$ cat config.mk
export PLATFORM = sky130hd
export DESIGN_NAME = ged_edge_latch
export DESIGN_NICKNAME = d
export VERILOG_FILES = /design/src/ged_pkg.sv /design/src/ged_edge_lane.sv /design/src/ged_edge_latch.sv
export SDC_FILE = /design/constraint.sdc
export NUM_CORES = 1
export LEC_CHECK = 0
export ABC_AREA = 1
export CORE_UTILIZATION = 50
export CTS_CLUSTER_DIAMETER = 120
export DETAILED_ROUTE_END_ITERATION = 8
export DONT_BUFFER_PORTS = 1
export PLACE_DENSITY = 0.68
export REMOVE_ABC_BUFFERS = 1
export SLEW_MARGIN = 5
export SYNTH_ARGS = -nofsm -noshare
export SYNTH_HDL_FRONTEND = slang
export SYNTH_SLANG_ARGS = --single-unit
$ cat constraint.sdc
create_clock -name CORE_CLK -period 6.35 [get_ports CORE_CLK]
set_clock_uncertainty 0.05 [all_clocks]
set_input_delay 1.27 -clock CORE_CLK [delete_from_list [all_inputs] [get_ports CORE_CLK]]
set_output_delay 1.27 -clock CORE_CLK [all_outputs]
set_load 0.01 [all_outputs]
$ cat src/ged_pkg.sv
// Package: constants and carrier types for the GPIO edge detect latch
`default_nettype none

package ged_pkg;

   ////////////////////////////////////////////////////////////////////////////
   // Sizes
   localparam int PORT_W   = 8;                     // Pins per port
   localparam int NUM_PORT = 3;                     // Ports 0, 1 and 3
   localparam int ADDR_W   = 16;                    // Register address width
   localparam int DATA_W   = 8;                     // Register data width

   ////////////////////////////////////////////////////////////////////////////
   // Register offsets, index 0..2 stands for port 0, 1, 3
   localparam logic [15:0] PORT0_RISE_DETECT = 16'ha028;
   localparam logic [15:0] PORT1_RISE_DETECT = 16'ha029;
   localparam logic [15:0] PORT3_RISE_DETECT = 16'ha02b;
   localparam logic [15:0] PORT0_FALL_DETECT = 16'ha038;
   localparam logic [15:0] PORT1_FALL_DETECT = 16'ha039;
   localparam logic [15:0] PORT3_FALL_DETECT = 16'ha03b;
   localparam logic [15:0] PIN_IRQ_ENABLE    = 16'ha040; // Mask, bit k = port index k
   localparam logic [15:0] PIN_IRQ_STATUS    = 16'ha041; // Sticky, write one to clear
   localparam logic [15:0] PORT0_LEVEL       = 16'ha044; // Filtered pin levels
   localparam logic [15:0] PORT1_LEVEL       = 16'ha045;
   localparam logic [15:0] PORT3_LEVEL       = 16'ha047;

   localparam logic [NUM_PORT-1:0][15:0] RISE_ADDR =
      {PORT3_RISE_DETECT, PORT1_RISE_DETECT, PORT0_RISE_DETECT};
   localparam logic [NUM_PORT-1:0][15:0] FALL_ADDR =
      {PORT3_FALL_DETECT, PORT1_FALL_DETECT, PORT0_FALL_DETECT};
   localparam logic [NUM_PORT-1:0][15:0] LEVEL_ADDR =
      {PORT3_LEVEL, PORT1_LEVEL, PORT0_LEVEL};

   ////////////////////////////////////////////////////////////////////////////
   // Values after reset
   localparam logic [7:0] DETECT_RESET = 8'h00;
   localparam logic [2:0] IRQ_RESET    = 3'h0;
   localparam logic [7:0] RDATA_IDLE   = 8'h00;

   ////////////////////////////////////////////////////////////////////////////
   // Carrier types
   typedef struct packed {
      logic        wr;                              // Write strobe
      logic        rd;                              // Read strobe
      logic [15:0] addr;                            // Byte address
      logic [7:0]  wdata;                           // Write data
   } ged_bus_req_type;

   typedef struct packed {
      logic [7:0] rise_en;                          // Rising detection enables
      logic [7:0] fall_en;                          // Falling detection enables
      logic [7:0] rise_clr;                         // Rising flags to clear
      logic [7:0] fall_clr;                         // Falling flags to clear
   } ged_lane_ctl_type;

   typedef struct packed {
      logic [7:0] rise_flags;                       // Latched rising flags
      logic [7:0] fall_flags;                       // Latched falling flags
      logic [7:0] level;                            // Filtered pin level
   } ged_lane_stat_type;

endpackage : ged_pkg

`default_nettype wire

$ cat src/ged_edge_lane.sv
// Module: one port of eight pins, synchroniser, edge detect and flag latch
`timescale 1ns/1ps
`default_nettype none

module ged_edge_lane (
   input  wire logic                      clk,
   input  wire logic                      rst_n,
   input  wire logic [7:0]                pins,
   input  wire ged_pkg::ged_lane_ctl_type ctl,
   output var  ged_pkg::ged_lane_stat_type stat
);

   typedef struct packed {
      logic [7:0] s1;                               // First sync stage
      logic [7:0] s2;                               // Second sync stage
      logic [7:0] s3;                               // Third sync stage
      logic [7:0] level;                            // Last accepted level
      logic [7:0] rise;                             // Rising flags
      logic [7:0] fall;                             // Falling flags
   } ged_lane_state_type;

   ged_lane_state_type state;
   ged_lane_state_type next_state;
   logic [7:0]         agree;
   logic [7:0]         rise_evt;
   logic [7:0]         fall_evt;

   ////////////////////////////////////////////////////////////////////////////
   // Per pin edge logic; a change counts once stages two and three agree
   genvar i;
   generate
      for (i = 0; i < 8; i++) begin : g_pin
         assign agree[i]    = state.s2[i] == state.s3[i];
         assign rise_evt[i] = agree[i] & state.s3[i] & ~state.level[i];
         assign fall_evt[i] = agree[i] & ~state.s3[i] & state.level[i];
      end
   endgenerate

   // Next state; a set in the clear cycle wins so no edge is lost
   always_comb begin
      next_state       = state;
      next_state.s1    = pins;
      next_state.s2    = state.s1;
      next_state.s3    = state.s2;
      next_state.level = (state.level & ~agree) | (state.s3 & agree);
      next_state.rise  = (state.rise & ~ctl.rise_clr) | (rise_evt & ctl.rise_en);
      next_state.fall  = (state.fall & ~ctl.fall_clr) | (fall_evt & ctl.fall_en);
   end

   // State register
   always_ff @(posedge clk or negedge rst_n) begin
      if (!rst_n) begin
         state <= '0;
      end else begin
         state <= next_state;
      end
   end

   assign stat.rise_flags = state.rise;
   assign stat.fall_flags = state.fall;
   assign stat.level      = state.level;

endmodule : ged_edge_lane

`default_nettype wire

$ cat src/ged_edge_latch.sv
// Module: top of the GPIO edge detect latch for ports 0, 1 and 3
//
// The implementer's own choice: the address-and-strobe port.
`timescale 1ns/1ps
`default_nettype none

module ged_edge_latch (
   input  wire logic                     CORE_CLK,
   input  wire logic                     RSTN,
   input  wire logic [7:0]               PORT0_IN,
   input  wire logic [7:0]               PORT1_IN,
   input  wire logic [7:0]               PORT3_IN,
   input  wire ged_pkg::ged_bus_req_type BUS_REQ,
   output logic      [7:0]               RDATA,
   output logic                          PIN_IRQ
);

   ////////////////////////////////////////////////////////////////////////////
   // Types and signals

   typedef struct packed {
      logic [2:0][7:0] rise_en;                     // Rising enables per port
      logic [2:0][7:0] fall_en;                     // Falling enables per port
      logic [2:0]      irq_mask;                    // Port pin interrupt enables
      logic [2:0]      irq_stat;                    // Sticky port events
      logic [7:0]      rdata;                       // Read data, one cycle late
      logic            irq;                         // Registered interrupt
   } ged_top_state_type;

   ged_top_state_type              state;
   ged_top_state_type              next_state;
   logic                           rst_meta;
   logic                           rst_sync;
   logic [2:0][7:0]                pin_bus;
   ged_pkg::ged_lane_ctl_type [2:0]  lane_ctl;
   ged_pkg::ged_lane_stat_type [2:0] lane_stat;
   logic [2:0]                     hit_rise;
   logic [2:0]                     hit_fall;
   logic [2:0]                     hit_level;
   logic                           hit_mask;
   logic                           hit_stat;
   logic [2:0]                     port_pending;

   ////////////////////////////////////////////////////////////////////////////
   // Reset release through two flops; assertion stays asynchronous

   always_ff @(posedge CORE_CLK or negedge RSTN) begin
      if (!RSTN) begin
         rst_meta <= 1'b0;
         rst_sync <= 1'b0;
      end else begin
         rst_meta <= 1'b1;
         rst_sync <= rst_meta;
      end
   end

   ////////////////////////////////////////////////////////////////////////////
   // Pin lanes

   // Index 2 carries port 3; there is no port 2 in this block
   assign pin_bus[0] = PORT0_IN;
   assign pin_bus[1] = PORT1_IN;
   assign pin_bus[2] = PORT3_IN;

   genvar p;
   generate
      for (p = 0; p < ged_pkg::NUM_PORT; p++) begin : g_port
         // Address hits for this port
         assign hit_rise[p]  = BUS_REQ.addr == ged_pkg::RISE_ADDR[p];
         assign hit_fall[p]  = BUS_REQ.addr == ged_pkg::FALL_ADDR[p];
         assign hit_level[p] = BUS_REQ.addr == ged_pkg::LEVEL_ADDR[p];

         // Enables steer detection; writing a zero clears the matching flag
         assign lane_ctl[p].rise_en  = state.rise_en[p];
         assign lane_ctl[p].fall_en  = state.fall_en[p];
         assign lane_ctl[p].rise_clr = (BUS_REQ.wr & hit_rise[p]) ? ~BUS_REQ.wdata : 8'h00;
         assign lane_ctl[p].fall_clr = (BUS_REQ.wr & hit_fall[p]) ? ~BUS_REQ.wdata : 8'h00;

         // Any latched flag keeps the port's event pending
         assign port_pending[p] = |lane_stat[p].rise_flags
                                | |lane_stat[p].fall_flags;

         ged_edge_lane u_lane (
            .clk   (CORE_CLK),
            .rst_n (rst_sync),
            .pins  (pin_bus[p]),
            .ctl   (lane_ctl[p]),
            .stat  (lane_stat[p])
         );
      end
   endgenerate

   assign hit_mask    = BUS_REQ.addr == ged_pkg::PIN_IRQ_ENABLE;
   assign hit_stat    = BUS_REQ.addr == ged_pkg::PIN_IRQ_STATUS;

   ////////////////////////////////////////////////////////////////////////////
   // Register writes, readback and interrupt

   // Writes land in enables; a zero bit written to a detect register also clears its flag
   always_comb begin
      next_state       = state;
      next_state.rdata = ged_pkg::RDATA_IDLE;

      for (int k = 0; k < ged_pkg::NUM_PORT; k++) begin
         if (BUS_REQ.wr && hit_rise[k]) begin
            next_state.rise_en[k] = BUS_REQ.wdata;
         end
         if (BUS_REQ.wr && hit_fall[k]) begin
            next_state.fall_en[k] = BUS_REQ.wdata;
         end
      end

      if (BUS_REQ.wr && hit_mask) begin
         next_state.irq_mask = BUS_REQ.wdata[2:0];
      end

      // Sticky status: write one clears, a pending port sets it again;
      // the clear only sticks once the port's flags are gone
      next_state.irq_stat = state.irq_stat;
      if (BUS_REQ.wr && hit_stat) begin
         next_state.irq_stat = state.irq_stat & ~BUS_REQ.wdata[2:0];
      end
      next_state.irq_stat = next_state.irq_stat | port_pending;

      // Read mux; unmapped addresses answer zero
      if (BUS_REQ.rd) begin
         for (int k = 0; k < ged_pkg::NUM_PORT; k++) begin
            if (hit_rise[k]) begin
               next_state.rdata = lane_stat[k].rise_flags;
            end
            if (hit_fall[k]) begin
               next_state.rdata = lane_stat[k].fall_flags;
            end
            if (hit_level[k]) begin
               next_state.rdata = lane_stat[k].level;
            end
         end
         if (hit_mask) begin
            next_state.rdata = {5'h00, state.irq_mask};
         end
         if (hit_stat) begin
            next_state.rdata = {5'h00, state.irq_stat};
         end
      end

      // Level interrupt, one cycle after the status bit it follows
      next_state.irq = |(state.irq_stat & state.irq_mask);
   end

   // Whole top state in one register; enables reset to zero
   always_ff @(posedge CORE_CLK or negedge rst_sync) begin
      if (!rst_sync) begin
         state.rise_en  <= {3{ged_pkg::DETECT_RESET}};
         state.fall_en  <= {3{ged_pkg::DETECT_RESET}};
         state.irq_mask <= ged_pkg::IRQ_RESET;
         state.irq_stat <= ged_pkg::IRQ_RESET;
         state.rdata    <= ged_pkg::RDATA_IDLE;
         state.irq      <= 1'b0;
      end else begin
         state <= next_state;
      end
   end

   ////////////////////////////////////////////////////////////////////////////
   // Outputs straight from flops

   assign RDATA   = state.rdata;
   assign PIN_IRQ = state.irq;

endmodule : ged_edge_latch

`default_nettype wire

# [Word-level counts from Yosys, hierarchy flattened]
# Index checks and enable logic that the tools add are counted.
[totals] elab_cells=293 latchBits=0 in_bits=52 mem_bits_ro=0 out_inout_bits=9 ramBits=0 register_bits=209 mem_count=0
[classes] addsub=0 n_lt_le_gt_ge=0 mul=0 n_reduce_logical=15 muxes=19 div_mod_pow=0 n_eq_ne=35 shift=0 n_bitwise=194
[op_table] operator="equality test 16 bit (second input constant)" n=11
[op_table] operator="AND 8 bit" n=18
[op_table] operator="two-way mux 8 bit" n=18
[op_table] operator="AND 1 bit" n=102
[op_table] operator="NOT 8 bit" n=10
[op_table] operator="bitwise OR 8 bit" n=9
[op_table] operator="NOT 1 bit" n=48
[op_table] operator="OR reduction 8 bit" n=6
[op_table] operator="equality test 1 bit" n=24
[op_table] operator="logical AND 1 bit" n=8
[op_table] operator="AND 3 bit" n=2
[op_table] operator="two-way mux 3 bit" n=1
[op_table] operator="NOT 3 bit" n=1
[op_table] operator="bitwise OR 1 bit" n=3
[op_table] operator="bitwise OR 3 bit" n=1
[op_table] operator="OR reduction 3 bit" n=1

# [Logic depth before layout (Yosys ltp)]
[logic_depth] ltp_word=13 depth_mapped=17 depth_no_buf=16

# [Hierarchy]
# From an unflattened synthesis, not the netlist that was laid out.
[hier_totals] hier_cells=1099 hier_area_um2=9834.4
[by_module_without_submodules] module="ged_edge_lane" n_inst=3 cells_per_inst=192 area_per_inst_um2=2031.9 seq_area_each_um2=1201.2
[by_module_without_submodules] module="ged_edge_latch" n_inst=1 cells_per_inst=523 area_per_inst_um2=3738.6 seq_area_each_um2=1626.6

# [Worst setup path after synthesis]
# OpenSTA, ideal clock, no wires.
[synth_path] path_kind="input to register" from="input BUS_REQ[17] in the netlist's numbering" to="register state, in the netlist lane_ctl[59]" path_stages=8 path_buffers=2 t_required_ps=6175 setup_ps=125 path_slack_ps=3614 arrival_time_ps=2561 cell_sequence="nor2_1 > nand2_1 > nor2_4 > nand3_2 > buf_2 > nor2_2 > buf_4 > mux2_2"
[synth_via] elab_chain_cells=2
[synth_rtl] element="from (decl)" line="ged_edge_latch.sv:13" source="input wire ged_pkg::ged_bus_req_type BUS_REQ,"
[synth_rtl] element="equality test 16 bit" line="ged_edge_latch.sv:69" source="assign hit_rise[p] = BUS_REQ.addr == ged_pkg::RISE_ADDR[p];"
[synth_rtl] element="logical AND 1 bit" line="ged_edge_latch.sv:105" source="if (BUS_REQ.wr && hit_rise[k]) begin"
[synth_rtl] element="to (signal assigned)" line="ged_edge_latch.sv:160" source="state <= next_state;"
[synth_rtl] element="to (decl)" line="ged_edge_latch.sv:30" source="ged_top_state_type state;"
# No other way between the ends.
# A chain may end at the register's enable or synchronous reset.

==> metrics.csv <==
stage,metric,value,unit
run_status,status,"finished, final reports clean",
critical_path,cp-start-kind,primary input,
critical_path,r2r-end,g_port[0].u_lane.state[29],
sta,timing.final.crit_share,45.3,%
floorplan,fp.coreArea,18000,sq um
finish,antenna_cells,0,
critical_path,path_class,primary input to flip-flop,
placement,gp_congestion,0.834,
detailed_routing,firstDrtPassIters,5,
finish,layout-drive-gt1-share,8.10,%
yosys,ys.flop_type,dfrtp_1,
placement,hpwl,12.7,mm
critical_path,critPathMaxStageDelay,0.46,ns
finish,syn_to_final_growth,9.33,%
sta,hold_viol,0,
clock_network,cts_resized,0,
hold_path,hold_depth,0,
yosys,syn_inst,967,
clock_network,clockBufferDepth,3,
yosys,yosys.area_share.simple,15.8,%
run,maxCapViolations,0,
critical_path,path_cells,nor2_1 > nand2_1 > nor2_4 > nand3_2 > nor2_2 > inv_1 > o21ai_0 > nand2_1,
placement,place_inst,1166,
critical_path,path_max_fanout,17,
yosys,synth_area,9160,sq um
grt,grt_usage,20.5,%
yosys,avgSynthCellArea,9.47,sq um
detailed_routing,num_vias,6186,
critical_path,crit_family,simple AND/OR/NAND/NOR gates,
power_and_ir_drop,p_leak,4.88,nW
critical_path,slowest_stage,nor2_2,
finish,multi_input_area,3080,sq um
critical_path,end_kind,flip-flop,
finish,final_nets,1062,
grt,grt_overflow_total,0,
placement,port_buffers,0,
floorplan,chipHeight,137,microns
sta,rsz0062_at_grt,no,
yosys,synth.area.top_cells,"dfrtp_1, inv_1, ha_1",
clock_network,cts_sinks,209,
detailed_routing,postRouteAntennaNets,0,
clock_network,clk_pin_slew,0.06,ns
clock_network,htree_levels,1,
detailed_routing,vias_per_cell,5.14,
yosys,synth_warnings,0,
sta,finalSetupViolCount,0,
finish,fill_cells,1598,
yosys,synth_top_cell_by_area,dfrtp_1,
yosys,synth_top_family_by_area,simple AND/OR/NAND/NOR gates,
critical_path,rrSetupSlack,4.47,ns
clock_network,clkLatencyLatePin,0.51,ns
floorplan,die_w,137,microns
yosys,muxShareOfSynthArea,1.60,%
floorplan,initial_core_util,51.0,%
sta,slew_viol_final,0,
floorplan,rows,49,
power_and_ir_drop,power_density,280,nW/um^2
clock_network,postCtsSetupBuffers,0,
yosys,ys_ff_latch,209,
detailed_routing,drt_wl_total,18.2,mm
yosys,synth_common_cells,"dfrtp_1, inv_1, nand2_1",
finish,ff_latch_area,5230,sq um
critical_path,rr_startpoint,rst_sync,
grt,grt_pass1_wl,30.2,mm
clock_network,tritoncts.num_buffers,23,
clock_network,root_buffer,clkbuf_16,
yosys,synth_compound_area_share,9.67,%
sta,relSlewSlack,35.2,%
yosys,synth_top_area_share,57.1,%
hold_path,hold_end,g_port[2].u_lane.next_state[24],
yosys,ys_types,35,
floorplan,io_pins,61,
critical_path,crit_top_cell,nand2_1,
detailed_routing,dr.first_iter.drc_count,307,
yosys,synth_xor_area_share,0,%
grt,grt_max_degree,80,
detailed_routing,wl_per_cell,15.1,microns
hold_path,min_from,g_port[2].u_lane.next_state[32],
sta,max_freq,348,MHz
critical_path,crit_required,6.68,ns
sta,tns,0,ns
finish,stdcell_count,1204,
clock_network,ctsHoldBuffers,0,
hold_path,min_path_type,flip-flop to flip-flop,
critical_path,cp_num_buf_inv,1,
floorplan,dieArea,18900,sq um
critical_path,critPathArrivalTime,3.21,ns
detailed_routing,drc,0,
yosys,yosysMostFrequentCell,dfrtp_1,
clock_network,cts_tree,done,
yosys,async_flop_share,100,%
yosys,synth_fa_ha_area_share,6.56,%
yosys,synth_edf_count,0,
yosys,synth-seq-area-share,57.1,%
sta,post-route-min-period,2.88,ns
critical_path,rr_worst_depth,1,
grt,antenna_found_initial,0,
grt,grt_pass1_vias,6124,
power_and_ir_drop,irDropWorstVdd,0.245,mV
sta,worst-slew-pin-transition,0.972,ns
==> where the power goes <==
group	switching [mW]	internal (mW)
sequential	0.0435	1.38
clock	0.514	0.766
combinational	0.0665	0.0330
total	0.624	2.18
==> area by class of cell <==
| cell class | count | area share, % |
|---|---|---|
| clock buffers | 35 | 7.10 |
| multi-input cells | 551 | 30.8 |
| inverters | 175 | 6.57 |
| flip-flops and latches | 209 | 52.3 |
| repair buffers | 2 | 0.150 |
| well taps | 229 | 2.86 |
| clock inverters | 3 | 0.225 |
==> layer usage <==
layer	vias up	global-route usage, %	part of all wire (%)
met5	-	0	0
met1	2954	28.4	47
met4	0	6.65	2.4
li1	3054	-	-
met3	35	3.68	5.4
met2	143	32.7	46
==> logic make-up (layout without fill, tap and decap cells) <==
| logic type | count (synthesis) | after routing |
|---|---|---|
| AOI/OAI and AO/OA | 171 | 171 |
| and+or+nand+nor | 318 | 318 |
| DFF | 209 | 209 |
| other | 1 | 1 |
| adders and majority gates | 48 | 48 |
| muxes | 13 | 13 |
| buffers and inverters | 207 | 215 |
==> how the worst max path moves through the flow <==
stage | startpoint | endpoint | slack, ns | depth (start not counted)
floorplan | rst_sync | PIN_IRQ | 0.04 | 0
global placement | BUS_REQ[17] | g_port[1].u_lane.stat[18] | 3.05 | 8
detailed placement | BUS_REQ[19] | g_port[1].u_lane.stat[15] | 2.97 | 8
CTS | BUS_REQ[19] | g_port[1].u_lane.stat[16] | 3.51 | 8
global route | BUS_REQ[17] | g_port[1].u_lane.stat[21] | 3.12 | 8
finish | BUS_REQ[19] | g_port[1].u_lane.stat[16] | 3.47 | 8
==> layout by cell type, fill, tap and decap left out, types with 13 or more instances in the layout <==
cell and count:
a21oi_1 31, clkbuf_16 23, dfrtp_1 208, ha_1 48, inv_1 170, mux2_2 13
nand2_1 157, nand3_1 52, nand4_1 13, nor2_1 57, o21ai_0 118, o21ai_1 13
==> per-stage QoR <==
step                worst slack [ns]  instance area [sq um]  util [%]  power (mW)  hold WS [ns]
global route                    3.12                  10000      55.7        2.90         0.301
CTS                             3.51                  10000      55.7        2.84         0.295
global placement                3.05                   9280      51.6        1.54         0.283
finish                          3.47                  10000      55.7        2.80         0.294
floorplan                     0.0446                   8970         -        1.51         0.281
detailed placement              2.97                   9280      51.6        1.55         0.285
Note: power is estimated with default switching activity, not from simulation.
